### src/msis_pkg.sv
package msis_pkg;

	localparam int unsigned DATA_W = 16;
	localparam int unsigned ADDR_W = 8;

	// Register offsets
	localparam logic [7:0] ADDR_SOFT_RESET = 8'h00;
	localparam logic [7:0] ADDR_FLAGS0     = 8'h01;
	localparam logic [7:0] ADDR_FLAGS1     = 8'h02;
	localparam logic [7:0] ADDR_IRQ_EN0    = 8'h03;
	localparam logic [7:0] ADDR_IRQ_EN1    = 8'h04;
	localparam logic [7:0] ADDR_RAW_STATUS = 8'h05;

	localparam logic [15:0] SOFT_RESET_KEY = 16'h789a;
	localparam logic [15:0] REG_RESET      = 16'h0000;

	// Flag bit positions, first flag word
	localparam int unsigned BIT_CS0   = 14;
	localparam int unsigned BIT_CS1   = 12;
	localparam int unsigned BIT_CS2   = 10;
	localparam int unsigned BIT_CS3   = 8;
	localparam int unsigned BIT_UREV  = 7;
	localparam int unsigned BIT_IREV  = 6;
	localparam int unsigned BIT_SAG   = 3;
	localparam int unsigned BIT_PLOSS = 2;
	// Second flag word
	localparam int unsigned BIT_NOV   = 14;

	localparam logic [15:0] FLAGS0_MASK = 16'h55cc;
	localparam logic [15:0] ALARM_MASK  = 16'h5500;
	localparam logic [15:0] FLAGS1_MASK = 16'h4000;

	// Status conditions arriving from the measurement core
	typedef struct packed {
		logic checksum_group0_error;
		logic checksum_group1_error;
		logic checksum_group2_error;
		logic checksum_group3_error;
		logic voltage_sequence_fault;
		logic current_sequence_fault;
		logic voltage_dip_flag;
		logic phase_loss_flag;
		logic neutral_overcurrent_flag;
	} msis_cond_s;

	typedef enum logic [1:0] {
		MSIS_RUN   = 2'b00,
		MSIS_RESET = 2'b01
	} msis_rst_e;

endpackage : msis_pkg

### src/msis_top.sv
// Chosen here: strobed register access.
`timescale 1ns/1ps
// Functional notes
// - Full reset only on exact key write
// - Soft reset equals pin reset scope, except rdata_o and soft_reset_o
// - Soft reset register always reads zero
// - First irq from enabled first flags
// - Second irq from enabled second flags
// - Alarm pin ignores enable bits
// - Bit 14 flags group0 checksum, alarm
// - Bit 12 flags group1 checksum, alarm
// - Bit 10 flags group2 checksum, alarm
// - Bit 8 flags group3 checksum, alarm
// - Bit 7 flags voltage sequence fault
// - Bit 6 flags current sequence fault
// - Bit 3 flags voltage dip
// - Bit 2 flags phase loss
// - Enables align with flags, reset zero
// - Second word bit 14 neutral overcurrent
module msis_top
	import msis_pkg::*;
(
	input  wire logic              clk_i,
	input  wire logic              nrst_i,
	input  wire logic [ADDR_W-1:0] addr_i,
	input  wire logic [DATA_W-1:0] wdata_i,
	input  wire logic              wr_i,
	input  wire logic              rd_i,
	input  wire msis_cond_s        cond_i,
	output logic      [DATA_W-1:0] rdata_o,
	output logic                   interrupt_pin_first_o,
	output logic                   interrupt_pin_second_o,
	output logic                   alarm_pin_o,
	output logic                   soft_reset_o
);

	msis_cond_s      cond_meta_reg;
	msis_cond_s      cond_sync_reg;
	msis_rst_e       rst_state_reg;
	logic            rst_n;
	logic [DATA_W-1:0] flags0_word;
	logic [DATA_W-1:0] flags1_word;
	logic            clr0;
	logic            clr1;
	logic            cs0_reg;
	logic            cs1_reg;
	logic            cs2_reg;
	logic            cs3_reg;
	logic            vseq_reg;
	logic            iseq_reg;
	logic            dip_reg;
	logic            loss_reg;
	logic            nov_reg;
	logic [DATA_W-1:0] en0_reg;
	logic [DATA_W-1:0] en1_reg;
	logic [DATA_W-1:0] raw0;
	logic [DATA_W-1:0] raw1;
	logic [DATA_W-1:0] rdata_next;
	logic            key_hit;

	function automatic logic [DATA_W-1:0] pack0(input msis_cond_s c);
		logic [DATA_W-1:0] v;
		v            = REG_RESET;
		v[BIT_CS0]   = c.checksum_group0_error;
		v[BIT_CS1]   = c.checksum_group1_error;
		v[BIT_CS2]   = c.checksum_group2_error;
		v[BIT_CS3]   = c.checksum_group3_error;
		v[BIT_UREV]  = c.voltage_sequence_fault;
		v[BIT_IREV]  = c.current_sequence_fault;
		v[BIT_SAG]   = c.voltage_dip_flag;
		v[BIT_PLOSS] = c.phase_loss_flag;
		return v;
	endfunction : pack0

	// Read strobe aimed at one register
	function automatic logic rd_hit(input logic rd, input logic [ADDR_W-1:0] a, input logic [ADDR_W-1:0] t);
		return rd && (a == t);
	endfunction : rd_hit

	// Write strobe aimed at one register
	function automatic logic wr_hit(input logic wr, input logic [ADDR_W-1:0] a, input logic [ADDR_W-1:0] t);
		return wr && (a == t);
	endfunction : wr_hit

	// Set wins over the clearing read, so no event is lost
	function automatic logic sticky_next(input logic cur, input logic set, input logic clr);
		return set | (cur & ~clr);
	endfunction : sticky_next

	assign key_hit = wr_hit(wr_i, addr_i, ADDR_SOFT_RESET) && (wdata_i == SOFT_RESET_KEY);

	// Key write holds the block, except rdata_o and soft_reset_o, in reset for one cycle
	always_ff @(posedge clk_i or negedge nrst_i) begin
		if (!nrst_i) begin
			rst_state_reg <= MSIS_RUN;
		end else begin
			case (rst_state_reg)
				MSIS_RUN:   rst_state_reg <= key_hit ? MSIS_RESET : MSIS_RUN;
				MSIS_RESET: rst_state_reg <= MSIS_RUN;
				default:    rst_state_reg <= MSIS_RUN;
			endcase
		end
	end

	// Soft reset only clears synchronously, same register set as the pin except rdata_o and soft_reset_o
	assign rst_n = (rst_state_reg == MSIS_RUN);

	always_ff @(posedge clk_i or negedge nrst_i) begin
		if (!nrst_i) begin
			soft_reset_o <= 1'b0;
		end else begin
			soft_reset_o <= key_hit;
		end
	end

	// Conditions come from another timing context
	always_ff @(posedge clk_i or negedge nrst_i) begin
		if (!nrst_i) begin
			cond_meta_reg <= '0;
		end else if (!rst_n) begin
			cond_meta_reg <= '0;
		end else begin
			cond_meta_reg <= cond_i;
		end
	end

	// Only the second stage is read by any logic
	always_ff @(posedge clk_i or negedge nrst_i) begin
		if (!nrst_i) begin
			cond_sync_reg <= '0;
		end else if (!rst_n) begin
			cond_sync_reg <= '0;
		end else begin
			cond_sync_reg <= cond_meta_reg;
		end
	end

	assign raw0 = pack0(cond_sync_reg);

	always_comb begin
		raw1          = REG_RESET;
		raw1[BIT_NOV] = cond_sync_reg.neutral_overcurrent_flag;
	end

	// Reading a flag word clears it in the same edge
	assign clr0 = rd_hit(rd_i, addr_i, ADDR_FLAGS0);
	assign clr1 = rd_hit(rd_i, addr_i, ADDR_FLAGS1);

	// One sticky register per condition
	always_ff @(posedge clk_i or negedge nrst_i) begin
		if (!nrst_i) begin
			cs0_reg <= 1'b0;
		end else if (!rst_n) begin
			cs0_reg <= 1'b0;
		end else begin
			cs0_reg <= sticky_next(cs0_reg, raw0[BIT_CS0], clr0);
		end
	end

	always_ff @(posedge clk_i or negedge nrst_i) begin
		if (!nrst_i) begin
			cs1_reg <= 1'b0;
		end else if (!rst_n) begin
			cs1_reg <= 1'b0;
		end else begin
			cs1_reg <= sticky_next(cs1_reg, raw0[BIT_CS1], clr0);
		end
	end

	always_ff @(posedge clk_i or negedge nrst_i) begin
		if (!nrst_i) begin
			cs2_reg <= 1'b0;
		end else if (!rst_n) begin
			cs2_reg <= 1'b0;
		end else begin
			cs2_reg <= sticky_next(cs2_reg, raw0[BIT_CS2], clr0);
		end
	end

	always_ff @(posedge clk_i or negedge nrst_i) begin
		if (!nrst_i) begin
			cs3_reg <= 1'b0;
		end else if (!rst_n) begin
			cs3_reg <= 1'b0;
		end else begin
			cs3_reg <= sticky_next(cs3_reg, raw0[BIT_CS3], clr0);
		end
	end

	// Sequence flags drop on read once the sequence is correct again
	always_ff @(posedge clk_i or negedge nrst_i) begin
		if (!nrst_i) begin
			vseq_reg <= 1'b0;
		end else if (!rst_n) begin
			vseq_reg <= 1'b0;
		end else begin
			vseq_reg <= sticky_next(vseq_reg, raw0[BIT_UREV], clr0);
		end
	end

	always_ff @(posedge clk_i or negedge nrst_i) begin
		if (!nrst_i) begin
			iseq_reg <= 1'b0;
		end else if (!rst_n) begin
			iseq_reg <= 1'b0;
		end else begin
			iseq_reg <= sticky_next(iseq_reg, raw0[BIT_IREV], clr0);
		end
	end

	always_ff @(posedge clk_i or negedge nrst_i) begin
		if (!nrst_i) begin
			dip_reg <= 1'b0;
		end else if (!rst_n) begin
			dip_reg <= 1'b0;
		end else begin
			dip_reg <= sticky_next(dip_reg, raw0[BIT_SAG], clr0);
		end
	end

	always_ff @(posedge clk_i or negedge nrst_i) begin
		if (!nrst_i) begin
			loss_reg <= 1'b0;
		end else if (!rst_n) begin
			loss_reg <= 1'b0;
		end else begin
			loss_reg <= sticky_next(loss_reg, raw0[BIT_PLOSS], clr0);
		end
	end

	always_ff @(posedge clk_i or negedge nrst_i) begin
		if (!nrst_i) begin
			nov_reg <= 1'b0;
		end else if (!rst_n) begin
			nov_reg <= 1'b0;
		end else begin
			nov_reg <= sticky_next(nov_reg, raw1[BIT_NOV], clr1);
		end
	end

	// Reserved positions stay zero by construction
	always_comb begin
		flags0_word             = REG_RESET;
		flags0_word[BIT_CS0]    = cs0_reg;
		flags0_word[BIT_CS1]    = cs1_reg;
		flags0_word[BIT_CS2]    = cs2_reg;
		flags0_word[BIT_CS3]    = cs3_reg;
		flags0_word[BIT_UREV]   = vseq_reg;
		flags0_word[BIT_IREV]   = iseq_reg;
		flags0_word[BIT_SAG]    = dip_reg;
		flags0_word[BIT_PLOSS]  = loss_reg;
	end

	always_comb begin
		flags1_word          = REG_RESET;
		flags1_word[BIT_NOV] = nov_reg;
	end

	// Enables are masked so reserved bits can never gate a pin
	always_ff @(posedge clk_i or negedge nrst_i) begin
		if (!nrst_i) begin
			en0_reg <= REG_RESET;
		end else if (!rst_n) begin
			en0_reg <= REG_RESET;
		end else if (wr_hit(wr_i, addr_i, ADDR_IRQ_EN0)) begin
			en0_reg <= wdata_i & FLAGS0_MASK;
		end
	end

	always_ff @(posedge clk_i or negedge nrst_i) begin
		if (!nrst_i) begin
			en1_reg <= REG_RESET;
		end else if (!rst_n) begin
			en1_reg <= REG_RESET;
		end else if (wr_hit(wr_i, addr_i, ADDR_IRQ_EN1)) begin
			en1_reg <= wdata_i & FLAGS1_MASK;
		end
	end

	always_comb begin
		case (addr_i)
			ADDR_SOFT_RESET: rdata_next = REG_RESET;
			ADDR_FLAGS0:     rdata_next = flags0_word;
			ADDR_FLAGS1:     rdata_next = flags1_word;
			ADDR_IRQ_EN0:    rdata_next = en0_reg;
			ADDR_IRQ_EN1:    rdata_next = en1_reg;
			ADDR_RAW_STATUS: rdata_next = raw0;
			default:         rdata_next = REG_RESET;
		endcase
	end

	always_ff @(posedge clk_i or negedge nrst_i) begin
		if (!nrst_i) begin
			rdata_o <= REG_RESET;
		end else if (rd_i) begin
			rdata_o <= rdata_next;
		end else begin
			rdata_o <= REG_RESET;
		end
	end

	// Pins follow the registered flags one cycle later
	always_ff @(posedge clk_i or negedge nrst_i) begin
		if (!nrst_i) begin
			interrupt_pin_first_o <= 1'b0;
		end else if (!rst_n) begin
			interrupt_pin_first_o <= 1'b0;
		end else begin
			interrupt_pin_first_o <= |(flags0_word & en0_reg);
		end
	end

	always_ff @(posedge clk_i or negedge nrst_i) begin
		if (!nrst_i) begin
			interrupt_pin_second_o <= 1'b0;
		end else if (!rst_n) begin
			interrupt_pin_second_o <= 1'b0;
		end else begin
			interrupt_pin_second_o <= |(flags1_word & en1_reg);
		end
	end

	// Alarm uses latched flags, so a brief fault is still seen
	always_ff @(posedge clk_i or negedge nrst_i) begin
		if (!nrst_i) begin
			alarm_pin_o <= 1'b0;
		end else if (!rst_n) begin
			alarm_pin_o <= 1'b0;
		end else begin
			alarm_pin_o <= |(flags0_word & ALARM_MASK);
		end
	end

endmodule : msis_top

### config.mk
export PLATFORM = sky130hd
export DESIGN_NAME = msis_top
export DESIGN_NICKNAME = d
export VERILOG_FILES = /design/src/msis_pkg.sv /design/src/msis_top.sv
export SDC_FILE = /design/constraint.sdc
export NUM_CORES = 1
export LEC_CHECK = 0
export BUFFER_PORTS_ARGS = -buffer_cell sky130_fd_sc_hd__buf_2
export CORE_MARGIN = 3
export CORE_UTILIZATION = 50
export CTS_CLUSTER_SIZE = 28
export DETAILED_ROUTE_END_ITERATION = 16
export PLACE_DENSITY_LB_ADDON = 0.15
export SKIP_CTS_REPAIR_TIMING = 1
export SLEW_MARGIN = 20
export SYNTH_ARGS = -nofsm -noshare
export SYNTH_HDL_FRONTEND = slang
export SYNTH_SLANG_ARGS = --single-unit
### constraint.sdc
create_clock -name clk_i -period 1.4 [get_ports clk_i]
set_input_delay 0.14 -clock clk_i [delete_from_list [all_inputs] [get_ports clk_i]]
set_output_delay 0.14 -clock clk_i [all_outputs]
set_load 0.1 [all_outputs]
* After elaboration in Yosys (flattened, before gate mapping)
Index checks and enable logic that the tools add are counted.
** Word-level totals
- Bits in registers :: 81
- Output and inout port bits :: 20
- Logic and storage cells :: 98
** Cells by class
- Equality and inequality tests :: 8
- Multiplexer cells :: 22
- Bitwise gates (word level) :: 22
- Reduce and logical (&&, ||, !) cells :: 11
** Operators by type and width (count)
- $mux W16 :: 5
- $pmux W16 S5 :: 1
- $and A15 B16 Y16 :: 2
- $reduce_or A16 Y1 :: 2
- $mux W9 :: 2
- $eq A16 B15 Y1 const B :: 1
- $eq A8 B2 Y1 const B :: 2
- $eq A8 B3 Y1 const B :: 2
- $mux W1 :: 14
- $and A1 B1 Y1 :: 9
- $or A1 B1 Y1 :: 9
- $eq A8 B1 Y1 const B :: 1
- $logic_not A8 Y1 :: 1
- $logic_and A1 B1 Y1 :: 6
- $ne A2 B1 Y1 const B :: 2
- $reduce_or A4 Y1 :: 1
- $logic_not A2 Y1 :: 1
- $not A1 Y1 :: 2

* Longest topological paths before layout
- Word-level depth :: 6
- Depth in mapped cells :: 5
- Gate-level depth less buffers :: 3

* Least setup slack after synthesis
OpenSTA, ideal clock, no wires.
- Kind :: input-to-reg
- From :: in addr_i[2]
- To :: reg en0_reg[10]
- Data arrival time :: 1221 ps
- Setup slack :: 99 ps
- Cell stages on the path :: 5
- Path through :: buf_6 nor4b_4 and4_1 buf_6 mux2i_1
** Between the ends
- Word-level cells in the longest chain between the ends :: 3
** Ends and longest elaborated chain
- start, declared :: line msis_top.sv:25 : input wire logic [ADDR_W-1:0] addr_i,
- $eq A8 B2 Y1 :: line msis_top.sv:82 : return wr && (a == t);
- $logic_and A1 B1 Y1 :: line msis_top.sv:82
- $ne A2 B1 Y1 (no line)
- end signal, assigned :: line msis_top.sv:266 : en0_reg <= wdata_i & FLAGS0_MASK;
- end, declared :: line msis_top.sv:54 : logic [DATA_W-1:0] en0_reg;
No other way between the ends.
A chain may end at the register's enable or synchronous reset.

* Worst setup path after layout
- From :: reg cs0_reg
- To :: reg rdata_o[14]
** Between the ends
- Word-level cells in the longest chain between the ends :: 2
** Ends and longest elaborated chain
- start, declared :: line msis_top.sv:45 : logic cs0_reg;
- start signal, assigned :: line msis_top.sv:156 : cs0_reg <= sticky_next(cs0_reg, raw0[BIT_CS0], clr0);
- $pmux W16 S5 :: line msis_top.sv:281 : case (addr_i)
- $mux W16 :: line msis_top.sv:295 : end else if (rd_i) begin
- end signal, assigned :: line msis_top.sv:296 : rdata_o <= rdata_next;
- end, declared :: line msis_top.sv:30 : output logic [DATA_W-1:0] rdata_o,
No other way between the ends.

==> key figures <==
Logic synthesis
  • Distinct cells, synth: 35
  • Synth Register Bits: 49
  • Yosys warns: 0
  • Syn Inst Count: 208
  • Post-synthesis area per instance: 11.11 um^2
  • Synthesized area: 0.002311 mm^2
  • Sequential fraction of the synthesis area: between 50 and 60%

Placement
  • Port Buffers: 48
  • Placer congestion estimate: 0.8363
  • Hpwl dp: 3421 um
  • Placed Cells: 304

STA
  • Setup violations, final: 0
  • Final worst path period share: 87.72%
  • RSZ-0062 raised after global routing: no
  • Setup tns final: 0 ns
  • Final hold violations: 0
  • Maximum clock frequency: 0.8143 GHz
  • Pins Over Slew Limit: 0
  • Final period demand of the worst path: about 1.2 ns
  • Clock Skews: 0.01079 ns
  • Hold_ws: 0.05173 ns

Power and ir drop
  • Leak pwr: roughly 1.2 nW
  • Net switching power: 0.7103 mW
  • Switching share of power: 25.33%
  • PwrDens: 1022 mW/mm^2
  • Peak VDD IR: 1.129 mV
  • Pint: 2.094 mW
  • Combinational share of power: 11.4%
  • Seq pwr share: 52.9%
  • Clock share of power: 35.7%

Floorplanning
  • Starting Density: a little over half
  • IO Pins: between 50 and 60
  • CORE AREA: 0.004414 mm^2
  • Chip width: 73.99 um
  • Die height: 73.99 um
  • Die Area: 0.005474 mm^2
  • Number of cell rows: 24

Final layout
  • Final Non-Filler Cells: 313
  • Ant diodes: 0
  • Share of post-route cells with drive strength above 1: between 20% and 30%
  • Area delta synth->final: 18.73%
  • Fillers: roughly 400
  • Final nets: 297

GRT
  • Grt total ovfl: 0
  • Vias in the first global route: 1610
  • Total Routing Usage GR: 19.28%
  • Initial antenna violation count: 0
  • Pin count of the biggest net entering global routing: 50
  • Global-route wire length before repair: 7990 um

Setup path
  • Worst setup SP type: flip-flop
  • Slowest library cell on the worst path: dfrtp_1
  • Critical Path Fanout Max: 4
  • Critical Path AT: 1.41 ns
  • Worst-path cell chain: mux2_2, a221oi_1, nor4b_1
  • Worst path max stage delay: 0.42 ns
  • Crit Path Category: flip-flop to flip-flop
  • Crit. End Element: flip-flop
  • Required @ worst endpoint: 1.58 ns

Clocking
  • Root Driver: clkbuf_8
  • Total CTS buffers: 5
  • Clk slew on worst S/H paths: roughly 0.090 ns
  • CTS Sinks: 49
  • Clock Path Buffers: 2
  • CTS tree: built
  • Clk_lat worst skew: 0.30 ns
  • # H-tree levels: 2

Route
  • DR vias/cell: 5.367
  • Vias: 1680
  • DRC Markers: 0
  • Drt first-iter violations: 95
  • Routed WL per cell: 15.07 um
  • TritonRoute pass-1 iters: 4
  • Routed length on met3: 330 um
  • Met2 wire length: between 2000 and 2500 um
  • Post-DRT Antenna Nets: 0
  • Drt total wl: ~4700 um
  • Met1 wire length: 2027 um
  • Top routing layer used: met4

Min path
  • Min-delay worst type: input pin to flip-flop

Run status
  • Status: complete, no violations

Flow run
  • Max Cap Viol: 0
-- metal layers --
metal,global-route usage [%],vias to the layer above
met1,26.90,798
met4,4.225,0
li1,-,817
met5,0,-
met3,4.595,6
met2,30.91,59
-- critical path: cells and delay by family (launching register included) --
| family | cells | cell delay, ns |
|---|---|---|
| AO/OA/AOI/OAI | 1 | 0.31 |
| flip-flops | 1 | 0.42 |
| multiplexers | 1 | 0.28 |
| AND/OR/NAND/NOR | 1 | 0.10 |
-- kinds of logic (layout without fill, tap and decap cells) --
family / after synthesis / after routing / synth area share (%)
flops: 49 / 49 / 53.06
mux: 18 / 18 / 8.230
buf+inv: 21 / 67 / 5.631
other cells: 1 / 8 / 0.1623
simple gates: 96 / 96 / 25.39
compound gates: 23 / 23 / 7.526
-- cells in the mapped netlist --
cell / count / area share [%]
and2_1: 1 / 0.27
nand2b_1: 18 / 4.9
a22oi_1: 4 / 1.3
nor4b_2: 2 / 1.3
nor4_1: 1 / 0.27
mux2i_1: 10 / 4.3
buf_2: 4 / 0.87
a211oi_1: 15 / 4.9
nor4b_4: 1 / 1.0
o21ai_0: 1 / 0.22
nand2_1: 4 / 0.65
and4b_1: 1 / 0.43
conb_1: 1 / 0.16
nor2b_1: 19 / 5.1
nor4bb_1: 2 / 0.87
clkbuf_1: 5 / 0.81
buf_6: 2 / 0.97
and4_1: 1 / 0.38
dfrtp_1: 49 / 53
a41oi_1: 1 / 0.38
and3b_1: 1 / 0.38
a311oi_1: 1 / 0.38
inv_1: 1 / 0.16
nor2_1: 20 / 3.2
nor3_1: 2 / 0.43
or3_1: 1 / 0.27
a221oi_1: 1 / 0.38
nand4_1: 1 / 0.27
buf_4: 8 / 2.6
nor4b_1: 3 / 1.1
nand4_2: 1 / 0.54
nor3b_1: 2 / 0.65
clkbuf_2: 1 / 0.22
nand3_1: 15 / 3.2
mux2_2: 8 / 3.9
-- placed cells by master, fill, tap and decap left out, drive strengths merged, types with 2 or more instances in the layout --
cell type	Yosys	layout
nor3b	2	2
nor4bb	2	2
clkbuf	6	5
dfrtp	49	49
nor2b	19	19
nor3	2	2
conb	1	8
mux2i	10	10
nor4b	6	6
a22oi	4	4
nand2b	18	18
inv	1	2
nand3	15	15
nor2	20	20
mux2	8	8
buf	14	57
nand4	2	2
a211oi	15	15
nand2	4	4
-- cell type report --
cell class / count / area (um^2) / area share [%]
Clock inverter: 3 / 43.79 / 1.596
Multi-Input combinational cell: 145 / 980.9 / 35.75
Clock buffer: 5 / 68.82 / 2.508
Tap cell: 52 / 65.06 / 2.371
Sequential cell: 49 / 1226 / 44.69
Timing Repair Buffer: 58 / 355.3 / 12.95
Inverter: 1 / 3.754 / 0.1368
-- power by group through the flow --
stage / clock [mW] / combinational [mW] / sequential (mW)
6_report: 1.00 / 0.319 / 1.48
5_1_grt: 1.09 / 0.349 / 1.49
4_1_cts: 1.03 / 0.320 / 1.48
3_5_place_dp: 0 / 0.318 / 1.51
3_3_place_gp: 0 / 0.315 / 1.51
2_1_floorplan: 0 / 0.211 / 1.51
-- final timing paths --
kind | end | depth (start not counted) | startpoint | slack, ns
max in group asynchronous | cond_meta_reg[8] | 3 | nrst_i | 0.81
worst max-delay path | rdata_o[14] | 3 | cs0_reg | 0.17
worst min register to register | cond_sync_reg[7] | 1 | cond_meta_reg[7] | 0.47
worst max register to register | rdata_o[14] | 3 | cs0_reg | 0.17
min in group asynchronous | interrupt_pin_second_o | 3 | nrst_i | 0.37
worst min-delay path | cond_meta_reg[2] | 2 | cond_i[2] | 0.05
-- through the flow --
step	area (um^2)	utilization [%]	total power, mW	worst slack [ns]
3_3_place_gp	2621	59.38	1.825	0.04491
6_report	2744	62.16	2.804	0.1719
3_5_place_dp	2621	59.38	1.829	0.03787
4_1_cts	2734	61.93	2.833	0.1794
5_1_grt	2744	62.16	2.925	0.09787
2_1_floorplan	2337	-	1.723	0.09947
(Power assumes the default switching activity.)
